File: src/verilog/clkmux_pkg.sv
// shared constants for the clock request pin mux and its host
package clkmux_pkg;
  localparam logic [7:0] SEL_A_OFFSET     = 8'h05;
  localparam logic [7:0] SEL_B_OFFSET     = 8'h06;
  localparam logic [7:0] PAIR_DIS_OFFSET  = 8'h03;
  localparam logic [7:0] PAIR3_DIS_OFFSET = 8'h04;
  localparam logic [7:0] SPREAD_OFFSET    = 8'h01;
  localparam logic [7:0] REG_RESET        = 8'h00;
  // field positions in request_pin_select_a
  localparam int REQ_C_EN_BIT  = 3;
  localparam int REQ_C_SEL_BIT = 2;
  localparam int REQ_D_EN_BIT  = 1;
  localparam int REQ_D_SEL_BIT = 0;
  // field positions in request_pin_select_b
  localparam int REQ_EF_EN_BIT = 6;
  localparam int REQ_G_EN_BIT  = 5;
  localparam int REQ_H_EN_BIT  = 4;
  // pair disable bits
  localparam int PAIR11_DIS_BIT = 7;
  localparam int PAIR7_DIS_BIT  = 3;
  localparam int PAIR3_DIS_BIT  = 7;
  localparam int SPREAD_LSB     = 1;
  localparam int SPREAD_MSB     = 4;
  localparam int PAIRS          = 12;
  localparam int FS_BITS        = 3;
  // host apb register offsets
  localparam logic [7:0] APB_CMD    = 8'h00;
  localparam logic [7:0] APB_WDATA  = 8'h04;
  localparam logic [7:0] APB_STATUS = 8'h08;
  localparam logic [7:0] APB_CTRL   = 8'h0C;
  localparam logic [7:0] APB_RDATA  = 8'h10;
  // ctrl bits
  localparam int CTRL_PWRGD_BIT = 0;
  localparam int CTRL_CSTOP_BIT = 1;
  localparam int CTRL_PSTOP_BIT = 2;
  localparam int CTRL_MGMT_BIT  = 3;
  localparam int CTRL_TEST_BIT  = 4;
  localparam int CTRL_TSEL_BIT  = 5;
  localparam int CTRL_S27_BIT   = 6;
  localparam int CTRL_DBG_BIT   = 7;
  localparam int SHIFT_HALF     = 2;
  typedef enum logic [1:0]
  {
    SH_IDLE = 2'b00,
    SH_LOW  = 2'b01,
    SH_HIGH = 2'b10
  } shift_state_t;
endpackage

File: src/verilog/clkmux_if.sv
// interface between the clock device and the chipset side
`timescale 1ns/1ns
interface clkmux_if;
  logic       cfg_we;
  logic [7:0] cfg_addr;
  logic [7:0] cfg_wdata;
  logic [7:0] cfg_rdata;
  logic       power_good_powerdown_n;
  logic       cpu_stop_n;
  logic       peri_stop_n;
  logic       mgmt_mode;
  logic       test_mode;
  logic       test_select;
  logic       sel_27_strap;
  logic       debug_port_clock_strap;
  logic [5:0] clock_request_n;
  logic [5:0] request_pin_enable;
  modport device
  (
    input  cfg_we, cfg_addr, cfg_wdata, power_good_powerdown_n,
    input  cpu_stop_n, peri_stop_n, mgmt_mode, test_mode, test_select,
    input  sel_27_strap, debug_port_clock_strap, clock_request_n,
    output cfg_rdata, request_pin_enable
  );
  modport host
  (
    output cfg_we, cfg_addr, cfg_wdata, power_good_powerdown_n,
    output cpu_stop_n, peri_stop_n, mgmt_mode, test_mode, test_select,
    output sel_27_strap, debug_port_clock_strap, clock_request_n,
    input  cfg_rdata, request_pin_enable
  );
endinterface

File: src/verilog/clock_request_pin_mux.sv
// device end: strap latches, request pins and output gating
// Functional notes
// - 27MHz strap picks panel or fixed 27MHz
// - strap 0: byte1 bits 4..1 adjust pair
// - strap 1: spread 27MHz, adjustable spread
// - host disables pair 3, 7 or 11 before request use
// - byte5 bit3 makes pair3 true request C
// - byte5 bit2 routes C to pair 0/2
// - byte5 bit1 makes pair3 complement request D
// - byte5 bit0 routes D to pair 1/4
// - byte6 bit5 request G gates pair 10
// - byte6 bit4 request H gates pair 3
// - byte6 bit6 requests E,F gate pair 8
// - debug strap picks pair 8 or debug clock
// - cpu stop halts non-free cpu clocks
// - peripheral stop halts non-free pci/src clocks
// - management mode shifts in three select bits
// - peripheral stop pin clocks select bits
// - cpu pair 1 runs in management mode
// - power good samples straps, modes
// - test select picks high-z or divided ref
// - 27MHz strap sampled once, pin reverts
//
// Our own choice: the APB slave port.
`timescale 1ns/1ns
module clock_request_pin_mux
(
  input  wire logic        pclk,
  input  wire logic        presetn,
  clkmux_if.device         link,
  output logic [11:0]      src_pair_run,
  output logic [2:0]       cpu_pair_run,
  output logic             pci_run,
  output logic             pci_free_run,
  output logic             panel_100m_clock,
  output logic             spread_27m_clock,
  output logic             fixed_27m_clock,
  output logic             debug_pair_select,
  output logic [3:0]       spread_adjust,
  output logic [2:0]       freq_select,
  output logic             powered_down,
  output logic             outputs_hiz,
  output logic             outputs_ref_div
);
  logic [7:0] spread_q, dis_q, dis3_q, sel_a_q, sel_b_q;
  logic       s27_q, dbg_q, pg_q, mgmt_q, pstop_q;
  logic [2:0] fs_q, shift_q;
  logic [5:0] en;
  logic [5:0] req;

  // configuration byte writes
  always_ff @(posedge pclk or negedge presetn)
  begin
    if (!presetn)
    begin
      spread_q <= clkmux_pkg::REG_RESET;
      dis_q    <= clkmux_pkg::REG_RESET;
      dis3_q   <= clkmux_pkg::REG_RESET;
      sel_a_q  <= clkmux_pkg::REG_RESET;
      sel_b_q  <= clkmux_pkg::REG_RESET;
    end
    else if (link.cfg_we)
    begin
      if (link.cfg_addr == clkmux_pkg::SPREAD_OFFSET)
        spread_q <= link.cfg_wdata;
      else if (link.cfg_addr == clkmux_pkg::PAIR_DIS_OFFSET)
        dis_q <= link.cfg_wdata;
      else if (link.cfg_addr == clkmux_pkg::PAIR3_DIS_OFFSET)
        dis3_q <= link.cfg_wdata;
      else if (link.cfg_addr == clkmux_pkg::SEL_A_OFFSET)
        sel_a_q <= link.cfg_wdata;
      else if (link.cfg_addr == clkmux_pkg::SEL_B_OFFSET)
        sel_b_q <= link.cfg_wdata;
    end
  end

  always_comb
  begin
    if (link.cfg_addr == clkmux_pkg::SPREAD_OFFSET)
      link.cfg_rdata = spread_q;
    else if (link.cfg_addr == clkmux_pkg::PAIR_DIS_OFFSET)
      link.cfg_rdata = dis_q;
    else if (link.cfg_addr == clkmux_pkg::PAIR3_DIS_OFFSET)
      link.cfg_rdata = dis3_q;
    else if (link.cfg_addr == clkmux_pkg::SEL_A_OFFSET)
      link.cfg_rdata = sel_a_q;
    else if (link.cfg_addr == clkmux_pkg::SEL_B_OFFSET)
      link.cfg_rdata = sel_b_q;
    else
      link.cfg_rdata = 8'h00;
  end

  // straps caught on the rising edge of power good, not at reset
  always_ff @(posedge pclk or negedge presetn)
  begin
    if (!presetn)
    begin
      pg_q  <= 1'b0;
      s27_q <= 1'b0;
      dbg_q <= 1'b0;
    end
    else
    begin
      pg_q <= link.power_good_powerdown_n;
      if (link.power_good_powerdown_n && !pg_q)
      begin
        s27_q <= link.sel_27_strap;
        dbg_q <= link.debug_port_clock_strap;
      end
    end
  end

  // management mode: select bits shift on peripheral stop rising edge
  always_ff @(posedge pclk or negedge presetn)
  begin
    if (!presetn)
    begin
      mgmt_q  <= 1'b0;
      pstop_q <= 1'b1;
      shift_q <= 3'h0;
      fs_q    <= 3'h0;
    end
    else
    begin
      pstop_q <= link.peri_stop_n;
      if (link.power_good_powerdown_n != pg_q)
        mgmt_q <= link.mgmt_mode & ~link.power_good_powerdown_n;
      if (mgmt_q && link.peri_stop_n && !pstop_q)
        shift_q <= {shift_q[1:0], link.cpu_stop_n};
      if (mgmt_q && link.power_good_powerdown_n && !pg_q)
        fs_q <= shift_q;
    end
  end

  assign en[0] = sel_a_q[clkmux_pkg::REQ_C_EN_BIT]
                 & dis3_q[clkmux_pkg::PAIR3_DIS_BIT];
  assign en[1] = sel_a_q[clkmux_pkg::REQ_D_EN_BIT]
                 & dis3_q[clkmux_pkg::PAIR3_DIS_BIT];
  assign en[2] = sel_b_q[clkmux_pkg::REQ_EF_EN_BIT]
                 & dis_q[clkmux_pkg::PAIR7_DIS_BIT];
  assign en[3] = en[2];
  assign en[4] = sel_b_q[clkmux_pkg::REQ_G_EN_BIT]
                 & dis_q[clkmux_pkg::PAIR11_DIS_BIT];
  assign en[5] = sel_b_q[clkmux_pkg::REQ_H_EN_BIT]
                 & dis_q[clkmux_pkg::PAIR11_DIS_BIT];
  assign link.request_pin_enable = en;
  // a disabled request pin reads as asserted so it never gates
  assign req = ~link.clock_request_n & en | ~en;

  logic pstop_act, cstop_act;
  assign pstop_act = ~link.peri_stop_n & ~mgmt_q;
  assign cstop_act = ~link.cpu_stop_n & ~mgmt_q;

  always_ff @(posedge pclk or negedge presetn)
  begin
    if (!presetn)
    begin
      src_pair_run <= 12'h000;
      cpu_pair_run <= 3'h0;
      pci_run      <= 1'b0;
      pci_free_run <= 1'b0;
    end
    else
    begin
      for (int i = 0; i < clkmux_pkg::PAIRS; i++)
        src_pair_run[i] <= link.power_good_powerdown_n & ~pstop_act;
      // gate targets by the request pins
      // req reads high when c is off, so no enable term is needed here
      src_pair_run[0] <= link.power_good_powerdown_n & ~pstop_act
        & (sel_a_q[clkmux_pkg::REQ_C_SEL_BIT] | req[0]);
      src_pair_run[2] <= link.power_good_powerdown_n & ~pstop_act
        & (!sel_a_q[clkmux_pkg::REQ_C_SEL_BIT] | req[0]);
      src_pair_run[1] <= link.power_good_powerdown_n & ~pstop_act
        & (sel_a_q[clkmux_pkg::REQ_D_SEL_BIT] | req[1]);
      src_pair_run[4] <= link.power_good_powerdown_n & ~pstop_act
        & (!sel_a_q[clkmux_pkg::REQ_D_SEL_BIT] | req[1]);
      src_pair_run[3] <= link.power_good_powerdown_n & ~pstop_act
        & ~dis3_q[clkmux_pkg::PAIR3_DIS_BIT] & req[5];
      src_pair_run[7] <= link.power_good_powerdown_n & ~pstop_act
        & ~dis_q[clkmux_pkg::PAIR7_DIS_BIT];
      src_pair_run[8] <= link.power_good_powerdown_n & ~pstop_act
        & ~dbg_q & req[2] & req[3];
      src_pair_run[10] <= link.power_good_powerdown_n & ~pstop_act
        & req[4];
      src_pair_run[11] <= link.power_good_powerdown_n & ~pstop_act
        & ~dis_q[clkmux_pkg::PAIR11_DIS_BIT];
      cpu_pair_run[0] <= link.power_good_powerdown_n & ~cstop_act
        & ~mgmt_q;
      cpu_pair_run[1] <= link.power_good_powerdown_n | mgmt_q;
      cpu_pair_run[2] <= link.power_good_powerdown_n & ~cstop_act
        & ~mgmt_q & dbg_q;
      pci_run      <= link.power_good_powerdown_n & ~pstop_act;
      pci_free_run <= link.power_good_powerdown_n;
    end
  end

  assign panel_100m_clock  = ~s27_q;
  assign fixed_27m_clock   = s27_q;
  assign spread_27m_clock  = s27_q;
  assign spread_adjust     = spread_q[clkmux_pkg::SPREAD_MSB:
                                      clkmux_pkg::SPREAD_LSB];
  assign debug_pair_select = dbg_q;
  assign freq_select       = fs_q;
  assign powered_down      = ~link.power_good_powerdown_n & ~mgmt_q;
  assign outputs_hiz       = link.test_mode & ~link.test_select;
  assign outputs_ref_div   = link.test_mode & link.test_select;
endmodule
File: src/flat_wrapper.sv
// flat-port wrapper written by rule: the top's interface ports become plain ports
module clock_request_pin_mux_flat 
  (pclk, presetn, src_pair_run, cpu_pair_run, pci_run, pci_free_run, panel_100m_clock, spread_27m_clock, fixed_27m_clock, debug_pair_select, spread_adjust, freq_select, powered_down, outputs_hiz, outputs_ref_div, link_cfg_we, link_cfg_addr, link_cfg_wdata, link_power_good_powerdown_n, link_cpu_stop_n, link_peri_stop_n, link_mgmt_mode, link_test_mode, link_test_select, link_sel_27_strap, link_debug_port_clock_strap, link_clock_request_n, link_cfg_rdata, link_request_pin_enable);
  clkmux_if link_i ();
  input  wire logic pclk;
  input  wire logic presetn;
  output logic [11:0] src_pair_run;
  output logic [2:0] cpu_pair_run;
  output logic pci_run;
  output logic pci_free_run;
  output logic panel_100m_clock;
  output logic spread_27m_clock;
  output logic fixed_27m_clock;
  output logic debug_pair_select;
  output logic [3:0] spread_adjust;
  output logic [2:0] freq_select;
  output logic powered_down;
  output logic outputs_hiz;
  output logic outputs_ref_div;
  input wire logic [$bits(link_i.cfg_we)-1:0] link_cfg_we;
  input wire logic [$bits(link_i.cfg_addr)-1:0] link_cfg_addr;
  input wire logic [$bits(link_i.cfg_wdata)-1:0] link_cfg_wdata;
  input wire logic [$bits(link_i.power_good_powerdown_n)-1:0] link_power_good_powerdown_n;
  input wire logic [$bits(link_i.cpu_stop_n)-1:0] link_cpu_stop_n;
  input wire logic [$bits(link_i.peri_stop_n)-1:0] link_peri_stop_n;
  input wire logic [$bits(link_i.mgmt_mode)-1:0] link_mgmt_mode;
  input wire logic [$bits(link_i.test_mode)-1:0] link_test_mode;
  input wire logic [$bits(link_i.test_select)-1:0] link_test_select;
  input wire logic [$bits(link_i.sel_27_strap)-1:0] link_sel_27_strap;
  input wire logic [$bits(link_i.debug_port_clock_strap)-1:0] link_debug_port_clock_strap;
  input wire logic [$bits(link_i.clock_request_n)-1:0] link_clock_request_n;
  output wire logic [$bits(link_i.cfg_rdata)-1:0] link_cfg_rdata;
  output wire logic [$bits(link_i.request_pin_enable)-1:0] link_request_pin_enable;
  assign link_i.cfg_we = link_cfg_we;
  assign link_i.cfg_addr = link_cfg_addr;
  assign link_i.cfg_wdata = link_cfg_wdata;
  assign link_i.power_good_powerdown_n = link_power_good_powerdown_n;
  assign link_i.cpu_stop_n = link_cpu_stop_n;
  assign link_i.peri_stop_n = link_peri_stop_n;
  assign link_i.mgmt_mode = link_mgmt_mode;
  assign link_i.test_mode = link_test_mode;
  assign link_i.test_select = link_test_select;
  assign link_i.sel_27_strap = link_sel_27_strap;
  assign link_i.debug_port_clock_strap = link_debug_port_clock_strap;
  assign link_i.clock_request_n = link_clock_request_n;
  assign link_cfg_rdata = link_i.cfg_rdata;
  assign link_request_pin_enable = link_i.request_pin_enable;
  clock_request_pin_mux u_core (.pclk(pclk), .presetn(presetn), .link(link_i), .src_pair_run(src_pair_run), .cpu_pair_run(cpu_pair_run), .pci_run(pci_run), .pci_free_run(pci_free_run), .panel_100m_clock(panel_100m_clock), .spread_27m_clock(spread_27m_clock), .fixed_27m_clock(fixed_27m_clock), .debug_pair_select(debug_pair_select), .spread_adjust(spread_adjust), .freq_select(freq_select), .powered_down(powered_down), .outputs_hiz(outputs_hiz), .outputs_ref_div(outputs_ref_div));
endmodule
File: config.mk
export PLATFORM = sky130hd
export DESIGN_NAME = clock_request_pin_mux_flat
export DESIGN_NICKNAME = d
export VERILOG_FILES = /design/src/verilog/clkmux_pkg.sv /design/src/verilog/clkmux_if.sv /design/src/verilog/clock_request_pin_mux.sv /design/src/flat_wrapper.sv
export SDC_FILE = /design/constraint.sdc
export NUM_CORES = 1
export LEC_CHECK = 0
export BUFFER_PORTS_ARGS = -buffer_cell sky130_fd_sc_hd__clkbuf_2
export CORE_MARGIN = 2
export CORE_UTILIZATION = 46
export DETAILED_ROUTE_END_ITERATION = 8
export GPL_ROUTABILITY_DRIVEN = 0
export PLACE_DENSITY = 0.74
export SLEW_MARGIN = 20
export SYNTH_ARGS = -nofsm -noshare
export SYNTH_HDL_FRONTEND = slang
export SYNTH_SLANG_ARGS = --single-unit
File: constraint.sdc
create_clock -name pclk -period 1.65 [get_ports pclk]
set_input_delay 0.0825 -clock pclk [delete_from_list [all_inputs] [get_ports pclk]]
set_output_delay 0.0825 -clock pclk [all_outputs]
set_load 0.05 [all_outputs]
==> Word-level counts from Yosys, hierarchy flattened <==
Cells that the tools add are included.
{ "totals": {"in_bits": 33, "wordCells": 92, "output_inout_bits": 45, "reg_bits": 67} }
{ "op_classes": {"eq_ne": 6, "n_bitwise": 52, "reduce_logical": 14, "n_mux": 5} }
{ "op_table": {"columns": ["op", "count"], "rows": [
  ["2-to-1 mux 8 bit", 5],
  ["bitwise AND 1 bit", 27],
  ["equality test 8 x 3 -> 1 bit, second input constant", 3],
  ["inverter 1 bit", 16],
  ["inverter 6 bit", 2],
  ["equality test 8 x 1 -> 1 bit, second input constant", 1],
  ["equality test 8 x 2 -> 1 bit, second input constant", 1],
  ["bitwise AND 6 bit", 1],
  ["bitwise OR 6 bit", 1],
  ["AND reduction 6 bit", 1],
  ["logical AND 1 bit", 5],
  ["bitwise OR 1 bit", 5],
  ["AND reduction 5 bit", 1],
  ["zero test 1 bit", 4],
  ["AND reduction 4 bit", 1],
  ["AND reduction 3 bit", 1],
  ["AND reduction 2 bit", 1],
  ["inequality test 1 bit", 1]
]} }

==> Logic depth before layout (Yosys ltp) <==
Gate-level depths: netlist (run 1).
{ "logic_depth": {"depth_word": 7, "ltp_mapped": 6} }

==> Worst setup path after synthesis (run 1) <==
No wires, ideal clock.
{ "synth_path": {"kind": "input to output", "start": "in link_cfg_addr[5]", "end": "out link_cfg_rdata[0]", "path_slack_ns": -0.304, "t_required_ns": 1.567, "arrival_time_ns": 1.872, "n_path_buf": 1, "path_stages": 5, "path_cell_list": "or4_4 -> nor3b_2 -> buf_6 -> nand2_1 -> a2bb2oi_1"} }
{ "synth_between": {"elab_chain_len": 6, "elab_cells_between_ends": 10, "classes_between": "eq/ne: 5; mux: 5"} }
{ "synth_rtl": {"columns": ["item", "line", "source"], "rows": [
  ["start: declaration", "flat_wrapper.sv:21", "input wire logic [$bits(link_i.cfg_addr)-1:0] link_cfg_addr;"],
  ["equality test 8 x 3 -> 1 bit", "clock_request_pin_mux.sv:87", "else if (link.cfg_addr == clkmux_pkg::SEL_B_OFFSET)"],
  ["2-to-1 mux 8 bit", "clock_request_pin_mux.sv:87", null],
  ["2-to-1 mux 8 bit", "clock_request_pin_mux.sv:85", "else if (link.cfg_addr == clkmux_pkg::SEL_A_OFFSET)"],
  ["2-to-1 mux 8 bit", "clock_request_pin_mux.sv:83", "else if (link.cfg_addr == clkmux_pkg::PAIR3_DIS_OFFSET)"],
  ["2-to-1 mux 8 bit", "clock_request_pin_mux.sv:81", "else if (link.cfg_addr == clkmux_pkg::PAIR_DIS_OFFSET)"],
  ["2-to-1 mux 8 bit *", "clock_request_pin_mux.sv:79", "if (link.cfg_addr == clkmux_pkg::SPREAD_OFFSET)"],
  ["end: declaration", "flat_wrapper.sv:32", "output wire logic [$bits(link_i.cfg_rdata)-1:0] link_cfg_rdata;"]
]} }
Every way passes the cells marked *; elsewhere a longest branch is shown, timed or not.

==> Final worst setup path (run 1) <==
{ "layout_path": {"start": "in link_cfg_addr[5]", "end": "out link_cfg_rdata[7]"} }
The elaborated chain is that of the path after synthesis.

==> impl_results.md, run 1 <==
* FP Rows at 28
* Required @ worst endpoint at between 1.5 and 2 ns
* Failing checks: negative setup slack
* Synth Area in Compound Gates at 0.0828
* Leak at 1.99 nW
* Routed via count at around 2000
* DRC Markers at 0
* Nets@finish at 352
* Power Dens Cells at 1030 mW/mm²
* Sequential fraction of the synthesis area at 0.553
* RR Startpoint: u_core.pstop_q$_DFF_PN1_
* CTS sink count at 64
* Clock power share at 0.366
* Sw Ratio at 0.287
* Clk slew on worst S/H paths at roughly 0.060 ns
* Seq cells post-synth at 64
* Hold Path Class: primary input to flip-flop
* Synth warn at 0
* Post-synth cell types at 35
* Mux share of post-synthesis cell area at 0.220
* TritonCTS clock tree: done
* DR pass1 iterations at 4
* Via/cell ratio at ~5.2
* Worst-path fanout max at 5
* Max-slew headroom at 0.604
* Root Driver: clkbuf_8
* Area grow syn2layout at 36.6%
* Worst setup path startpoint: link_cfg_addr[5]
* Max cap viols at 0
* Worst setup path class: primary input to output port
* Grt ovf at 0
* Setup WS post-layout at -0.0522 ns
* Combinational power share at 0.190
* Die area at approximately 0.0070 mm²
* Place WS at -0.247 ns
* Worst Hold Depth at 2
* Vias in the first global route at 2200
* Insertion delay to the later sink of the worst-skew pair at 0.34 ns
* H-tree depth at 3
* Int Pwr at 2.91 mW
* Die height at approximately 83 µm
* Starting Density at 0.484
* Mapped Nets at 252
* Main synth FF type: dfrtp_1
* Number of flops mapped to enable cells by yosys at 0
* Peak Freq at roughly 0.6 GHz
* Die W at approximately 83 µm
* Final ANT Viol Nets at 0
* Status: finished with violations
* Final Cycle Share at 1.03
* Layout cells sized above 1 at 0.550
* Arrival @ worst endpoint at 1.62 ns
* RSZ-0062 raised after global routing: yes
* Filler instances at 451
* Drt wl/cell at about 16 µm
* Synthesized area at 0.00290 mm²
* Synth Area in Simple Gates at 0.0811
* ANT cells at 0
* Post-Route WL at approximately 6400 µm
* Final instance area at slightly below 0.004 mm²
* Hold wc startpoint: link_cfg_wdata[3]
* Dpl hpwl at around 4500 µm
* R2R cell count at 2
* Clock Tree Buf Depth at 2
* Max Clock Skew at between 0.005 and 0.006 ns
* Port Buf Inserts at 77
* Final min period at around 1.7 ns
* Actual slew at the worst max-slew pin at around 0.6 ns
* Largest family of logic cells by synthesized area: multiplexers
* Num CTS Buffers at 9
* Post-Synth Adder-Cell Area at 0.00431
* Post-DP Area at 0.00347 mm²
* Kind of start point of the critical path: primary input
* I/O pin count at around 80
* Slew Limit Fails at 0
* Fin. Hold Viols at 0
* CORE AREA at 0.00599 mm²
* Sw Pwr at about 1.2 mW
* Post-Synthesis Mean Instance Area at approximately 13 µm²
* Total GRT Usage at 0.200
* Setup-failing EPs final at 8
* First-pass GRT wire length at 10800 µm
* 1st-iter DRT viols at between 50 and 60
* Pin count of the biggest net entering global routing at 31
* Flop pwr share at 0.444
* Post-synth ARST share at 1.00
* Post-Synth XOR/XNOR Area at 0
* Initial antenna violation count at 0
* Worst VDD drop at 0.660 mV
* CP endpoint kind: output port
* Synth Instances at approximately 220
routing by layer:
layer  part of all wire  track usage  routed length, µm
met5                  0            0                  0
met4              0.020       0.0939                130
met1               0.44        0.251               2820
met3              0.042       0.0527                269
met2               0.50        0.322               3180
timing repair:
action                     in CTS  in global routing
setup endpoints to repair       8                  8
pin swaps                       0                  4
hold buffers                   13                  0
gates resized for setup        22                 18
setup buffers                   0                  1
hold endpoints to repair       33                  0
cell type report:
cell class / instances / area, µm² / share of cell area
timing repair buffer: 108 / 774 / 0.196
multi-input combinational: 127 / 1240 / 0.313
inverter: 8 / 30.0 / 0.00758
clock inverter: 3 / 65.1 / 0.0164
clock buffer: 12 / 155 / 0.0392
sequential: 64 / 1600 / 0.405
tap: 75 / 93.8 / 0.0237
cell usage after synthesis, types with 2 or more instances:
cell | n | share of area
a211oi_1 | 2 | 0.0052
a2bb2oi_1 | 8 | 0.024
a31oi_1 | 4 | 0.0086
and2_1 | 7 | 0.015
and3_1 | 2 | 0.0043
buf_2 | 3 | 0.0052
buf_4 | 11 | 0.028
clkbuf_1 | 3 | 0.0039
dfrtp_1 | 63 | 0.54
inv_1 | 8 | 0.010
mux2_1 | 6 | 0.023
mux2_2 | 33 | 0.13
mux2_4 | 8 | 0.041
mux2i_1 | 8 | 0.028
nand2_1 | 12 | 0.016
nor2_1 | 3 | 0.0039
nor2b_1 | 2 | 0.0043
o21ai_0 | 10 | 0.017
o2bb2ai_1 | 8 | 0.024
or2_2 | 2 | 0.0043
placed cells by master (no fill, tap or decap), types with 4 or more instances in the layout:
cell type,n
buf_4,11
and2_1,7
o2bb2ai_1,8
a31oi_1,4
clkbuf_2,69
inv_1,8
dlygate4sd3_1,13
nand2_1,11
buf_8,8
mux2_4,15
a2bb2oi_2,8
buf_6,5
mux2_2,32
mux2i_1,8
o21ai_0,6
dfrtp_1,63
clkbuf_8,11
path summary, 6_finish.rpt:
path                                                    end  slack (ns)
max                                       link_cfg_rdata[7]       -0.05
min                           u_core.sel_a_q[3]$_DFFE_PN0P_        0.05
max reg2reg                   u_core.shift_q[1]$_DFFE_PN0P_        0.51
min reg2reg                u_core.src_pair_run[7]$_DFF_PN0_        0.48
max in group asynchronous  u_core.src_pair_run[2]$_DFF_PN0_        0.76
min in group asynchronous     u_core.sel_b_q[4]$_DFFE_PN0P_        0.27
power by group through the flow:
stage                     Clock (mW)  Sequential, mW  Combinational, mW
after CTS                       1.52            1.81              0.779
final                           1.49            1.81              0.776
after global routing            1.61            1.83              0.827
after detailed placement           0            1.84              0.747
after global placement             0            1.83              0.740
after floorplan                    0            2.06              0.302
state kept, by name, summed over array words and instances, names as in the netlist, 3 cells and up:
name                 count
u_core.dis_q             8
u_core.spread_q          8
u_core.shift_q           3
u_core.freq_select       3
u_core.sel_b_q           8
u_core.src_pair_run     10
u_core.cpu_pair_run      3
u_core.sel_a_q           8
u_core.dis3_q            8
logic make-up (layout without fill, tap and decap cells):
group,after synthesis,after routing
DFF,64,64
muxes,55,55
and+or+nand+nor,37,37
AOI/OAI and AO/OA,34,34
buffers and inverters,27,131
adders and majority gates,1,1
through the flow:
| step | std cells | hold WS (ns) | TNS, ns | util | power [mW] |
|---|---|---|---|---|---|
| 2_1_floorplan | 218 | -0.213 | -1.05 | - | 2.36 |
| 3_3_place_gp | 368 | 0.115 | -6.76 | 0.580 | 2.57 |
| 3_5_place_dp | 368 | 0.114 | -9.02 | 0.580 | 2.58 |
| 4_1_cts | 396 | 0.0278 | -0.485 | 0.653 | 4.11 |
| 5_1_grt | 397 | 0.0412 | -0.751 | 0.661 | 4.26 |
| 6_report | 397 | 0.0498 | -0.273 | 0.661 | 4.08 |
critical path, stage by stage:
cell	delay (ns)
clkbuf_2	0.08
or4_4	0.57
nor4_4	0.16
buf_6	0.17
buf_12	0.10
o21ai_0	0.10
a2bb2oi_2	0.20
buf_8	0.16
Power figures use the tool's default switching activity.
==> run 2: changes to the inputs <==
--- a/config.mk
+++ b/config.mk
@@ -11,6 +11,7 @@
 export DETAILED_ROUTE_END_ITERATION = 8
 export GPL_ROUTABILITY_DRIVEN = 0
 export PLACE_DENSITY = 0.74
+export RECOVER_POWER = 25
 export SLEW_MARGIN = 20
 export SYNTH_ARGS = -nofsm -noshare
 export SYNTH_HDL_FRONTEND = slang
==> run 2 against run 1 <==
  * The flow still finishes with violations (negative setup slack)
  * Register-to-register slack is essentially flat
  * Critical path depth did not move
  * Setup slack is essentially flat
  * First-iteration DRC count increased by 14%
  * Sequential power about the same
  * Critical endpoint unchanged
==> impl_results.md, run 2 (synthesis gave the netlist of run 1 again) <==
* Die height at approximately 83 µm
* ANT cells at 0
* Root Driver: clkbuf_8
* Routed via count at 2064
* Area grow syn2layout at 36.1%
* CP top delay family: simple AND/OR/NAND/NOR gates
* Clock Tree Buf Depth at 2
* Final ANT Viol Nets at 0
* Drt wl/cell at about 16 µm
* Combinational power share at 0.189
* Clk slew on worst S/H paths at ~0.070 ns
* Final min period at ~1.7 ns
* CP max stage cell: or4_4
* CORE AREA at roughly 0.0060 mm²
* Clock power share at 0.366
* Power Dens Cells at about 1000 mW/mm²
* Most common cell after layout, fill and taps aside: clkbuf_2
* Via/cell ratio at slightly above 5
* Final Cycle Share at 1.03
* CTS sink count at 64
* I/O pin count at around 80
* Overall Power at between 4 and 5 mW
* Die W at roughly 83 µm
* Area occupied by multi-input gates at 0.00124 mm²
* Worst VDD drop at 0.659 mV
* FP Rows at 28
* Worst-path fanout max at 5
* Max-slew headroom at 0.187
* Slew Limit Fails at 0
* H-tree depth at 3
* First-pass GRT wire length at 10800 µm
* Kind of start point of the critical path: primary input
* DRC Markers at 0
* Actual slew at the worst max-slew pin at 1.22 ns
* Required @ worst endpoint at 1.57 ns
* TritonCTS clock tree: done
* Total GRT Usage at 0.200
* Failing checks: negative setup slack
* Pin count of the biggest net entering global routing at 31
* Post-Route WL at around 6400 µm
* Max Clock Skew at 0.00585 ns
* CP bufs+invs at 4
* Port Buf Inserts at 77
* Layout cells sized above 1 at 0.534
* Vias in the first global route at 2200
* Largest Register: u_core.src_pair_run
* Arrival @ worst endpoint at approximately 1.6 ns
* CP endpoint kind: output port
* Largest register FFs at 10
* Sequential Area at 0.00160 mm²
* Filler instances at roughly 450
* Num CTS Buffers at 9
* Fin. Hold Viols at 0
* Nets@finish at about 350
* Crit-path cells: clkbuf_2 -> or4_4 -> nor4_4 -> buf_6 -> buf_12 -> o21ai_0 -> a2bb2oi_2 -> buf_8
* Grt ovf at 0
* Insertion delay to the later sink of the worst-skew pair at approximately 0.34 ns
* 1st-iter DRT viols at between 60 and 70
* Sw Pwr at about 1.2 mW
* Peak Freq at between 0.5 and 0.6 GHz
* Initial antenna violation count at 0
* Dpl hpwl at ~4500 µm
* RSZ-0062 raised after global routing: yes
* Worst setup path class: primary input to output port
* Setup WS post-layout at -0.0518 ns
* Sw Ratio at 0.287
* Starting Density at 0.484
* Hold Path Class: primary input to flip-flop
* Leak at 1.97 nW
* Final hold slack at approximately 0.049 ns
* DR pass1 iterations at 4
* Die area at 0.00696 mm²
* Status: finished with violations
* Max cap viols at 0
* Setup-failing EPs final at 8
* Max incr delay on CP at between 0.5 and 0.6 ns
* Flop pwr share at 0.444
* Most frequent cells in the layout: clkbuf_2, dfrtp_1, mux2_2
* Int Pwr at about 2.9 mW
[run 2: cell counts in the layout (fill, tap and decap cells not counted)]
Identical to the previous run, type by type.
[run 2: metal layers]
layer,vias to the layer above,part of all wire,global-route usage
li1,974,-,-
met1,1032,0.44,0.251
met2,49,0.49,0.322
met3,9,0.042,0.0527
met4,0,0.022,0.0939
met5,-,0,0
[run 2: area by class of cell]
| type | count | share of cell area |
|---|---|---|
| Sequential cell | 64 | 0.406 |
| Timing Repair Buffer | 108 | 0.192 |
| Tap cell | 75 | 0.0238 |
| Inverter | 8 | 0.00761 |
| Clock inverter | 3 | 0.0165 |
| Multi-Input combinational cell | 127 | 0.314 |
| Clock buffer | 12 | 0.0393 |
[run 2: path summary, 6_finish.rpt]
kind / from / to / slack [ns] / depth (start not counted)
hold reg to reg: u_core.dis_q[3]$_DFFE_PN0P_ / u_core.src_pair_run[7]$_DFF_PN0_ / 0.48 / 1
setup / recovery: link_cfg_addr[5] / link_cfg_rdata[7] / -0.05 / 8
hold / removal: link_cfg_wdata[3] / u_core.sel_a_q[3]$_DFFE_PN0P_ / 0.05 / 2
max in group asynchronous: presetn / u_core.sel_b_q[1]$_DFFE_PN0P_ / 0.28 / 3
min in group asynchronous: presetn / u_core.sel_b_q[4]$_DFFE_PN0P_ / 0.52 / 2
setup reg to reg: u_core.pstop_q$_DFF_PN1_ / u_core.shift_q[1]$_DFFE_PN0P_ / 0.52 / 2
[run 2: metrics by stage]
step | instances | setup WS [ns] | utilization | TNS, ns | area [µm²]
finish | 397 | -0.0518 | 0.659 | -0.276 | 3950
global route | 397 | -0.109 | 0.659 | -0.751 | 3950
detailed placement | 368 | -0.247 | 0.580 | -9.02 | 3470
global placement | 368 | -0.189 | 0.580 | -6.76 | 3470
CTS | 396 | -0.0662 | 0.653 | -0.485 | 3910
floorplan | 218 | -0.0834 | - | -1.05 | 2990
[run 2: repair_timing]
item	in CTS	in global routing
hold buffers	13	0
resized for setup	22	18
pin swaps	0	4
setup endpoints to repair	8	8
endpoints found under the hold margin	33	0
buffers inserted	0	1
[run 2: power by group through the flow]
stage               Clock (mW)  Sequential [mW]  Combinational [mW]
global route              1.61             1.83               0.823
global placement             0             1.83               0.740
finish                    1.49             1.81               0.771
detailed placement           0             1.84               0.747
CTS                       1.52             1.81               0.779
floorplan                    0             2.06               0.302
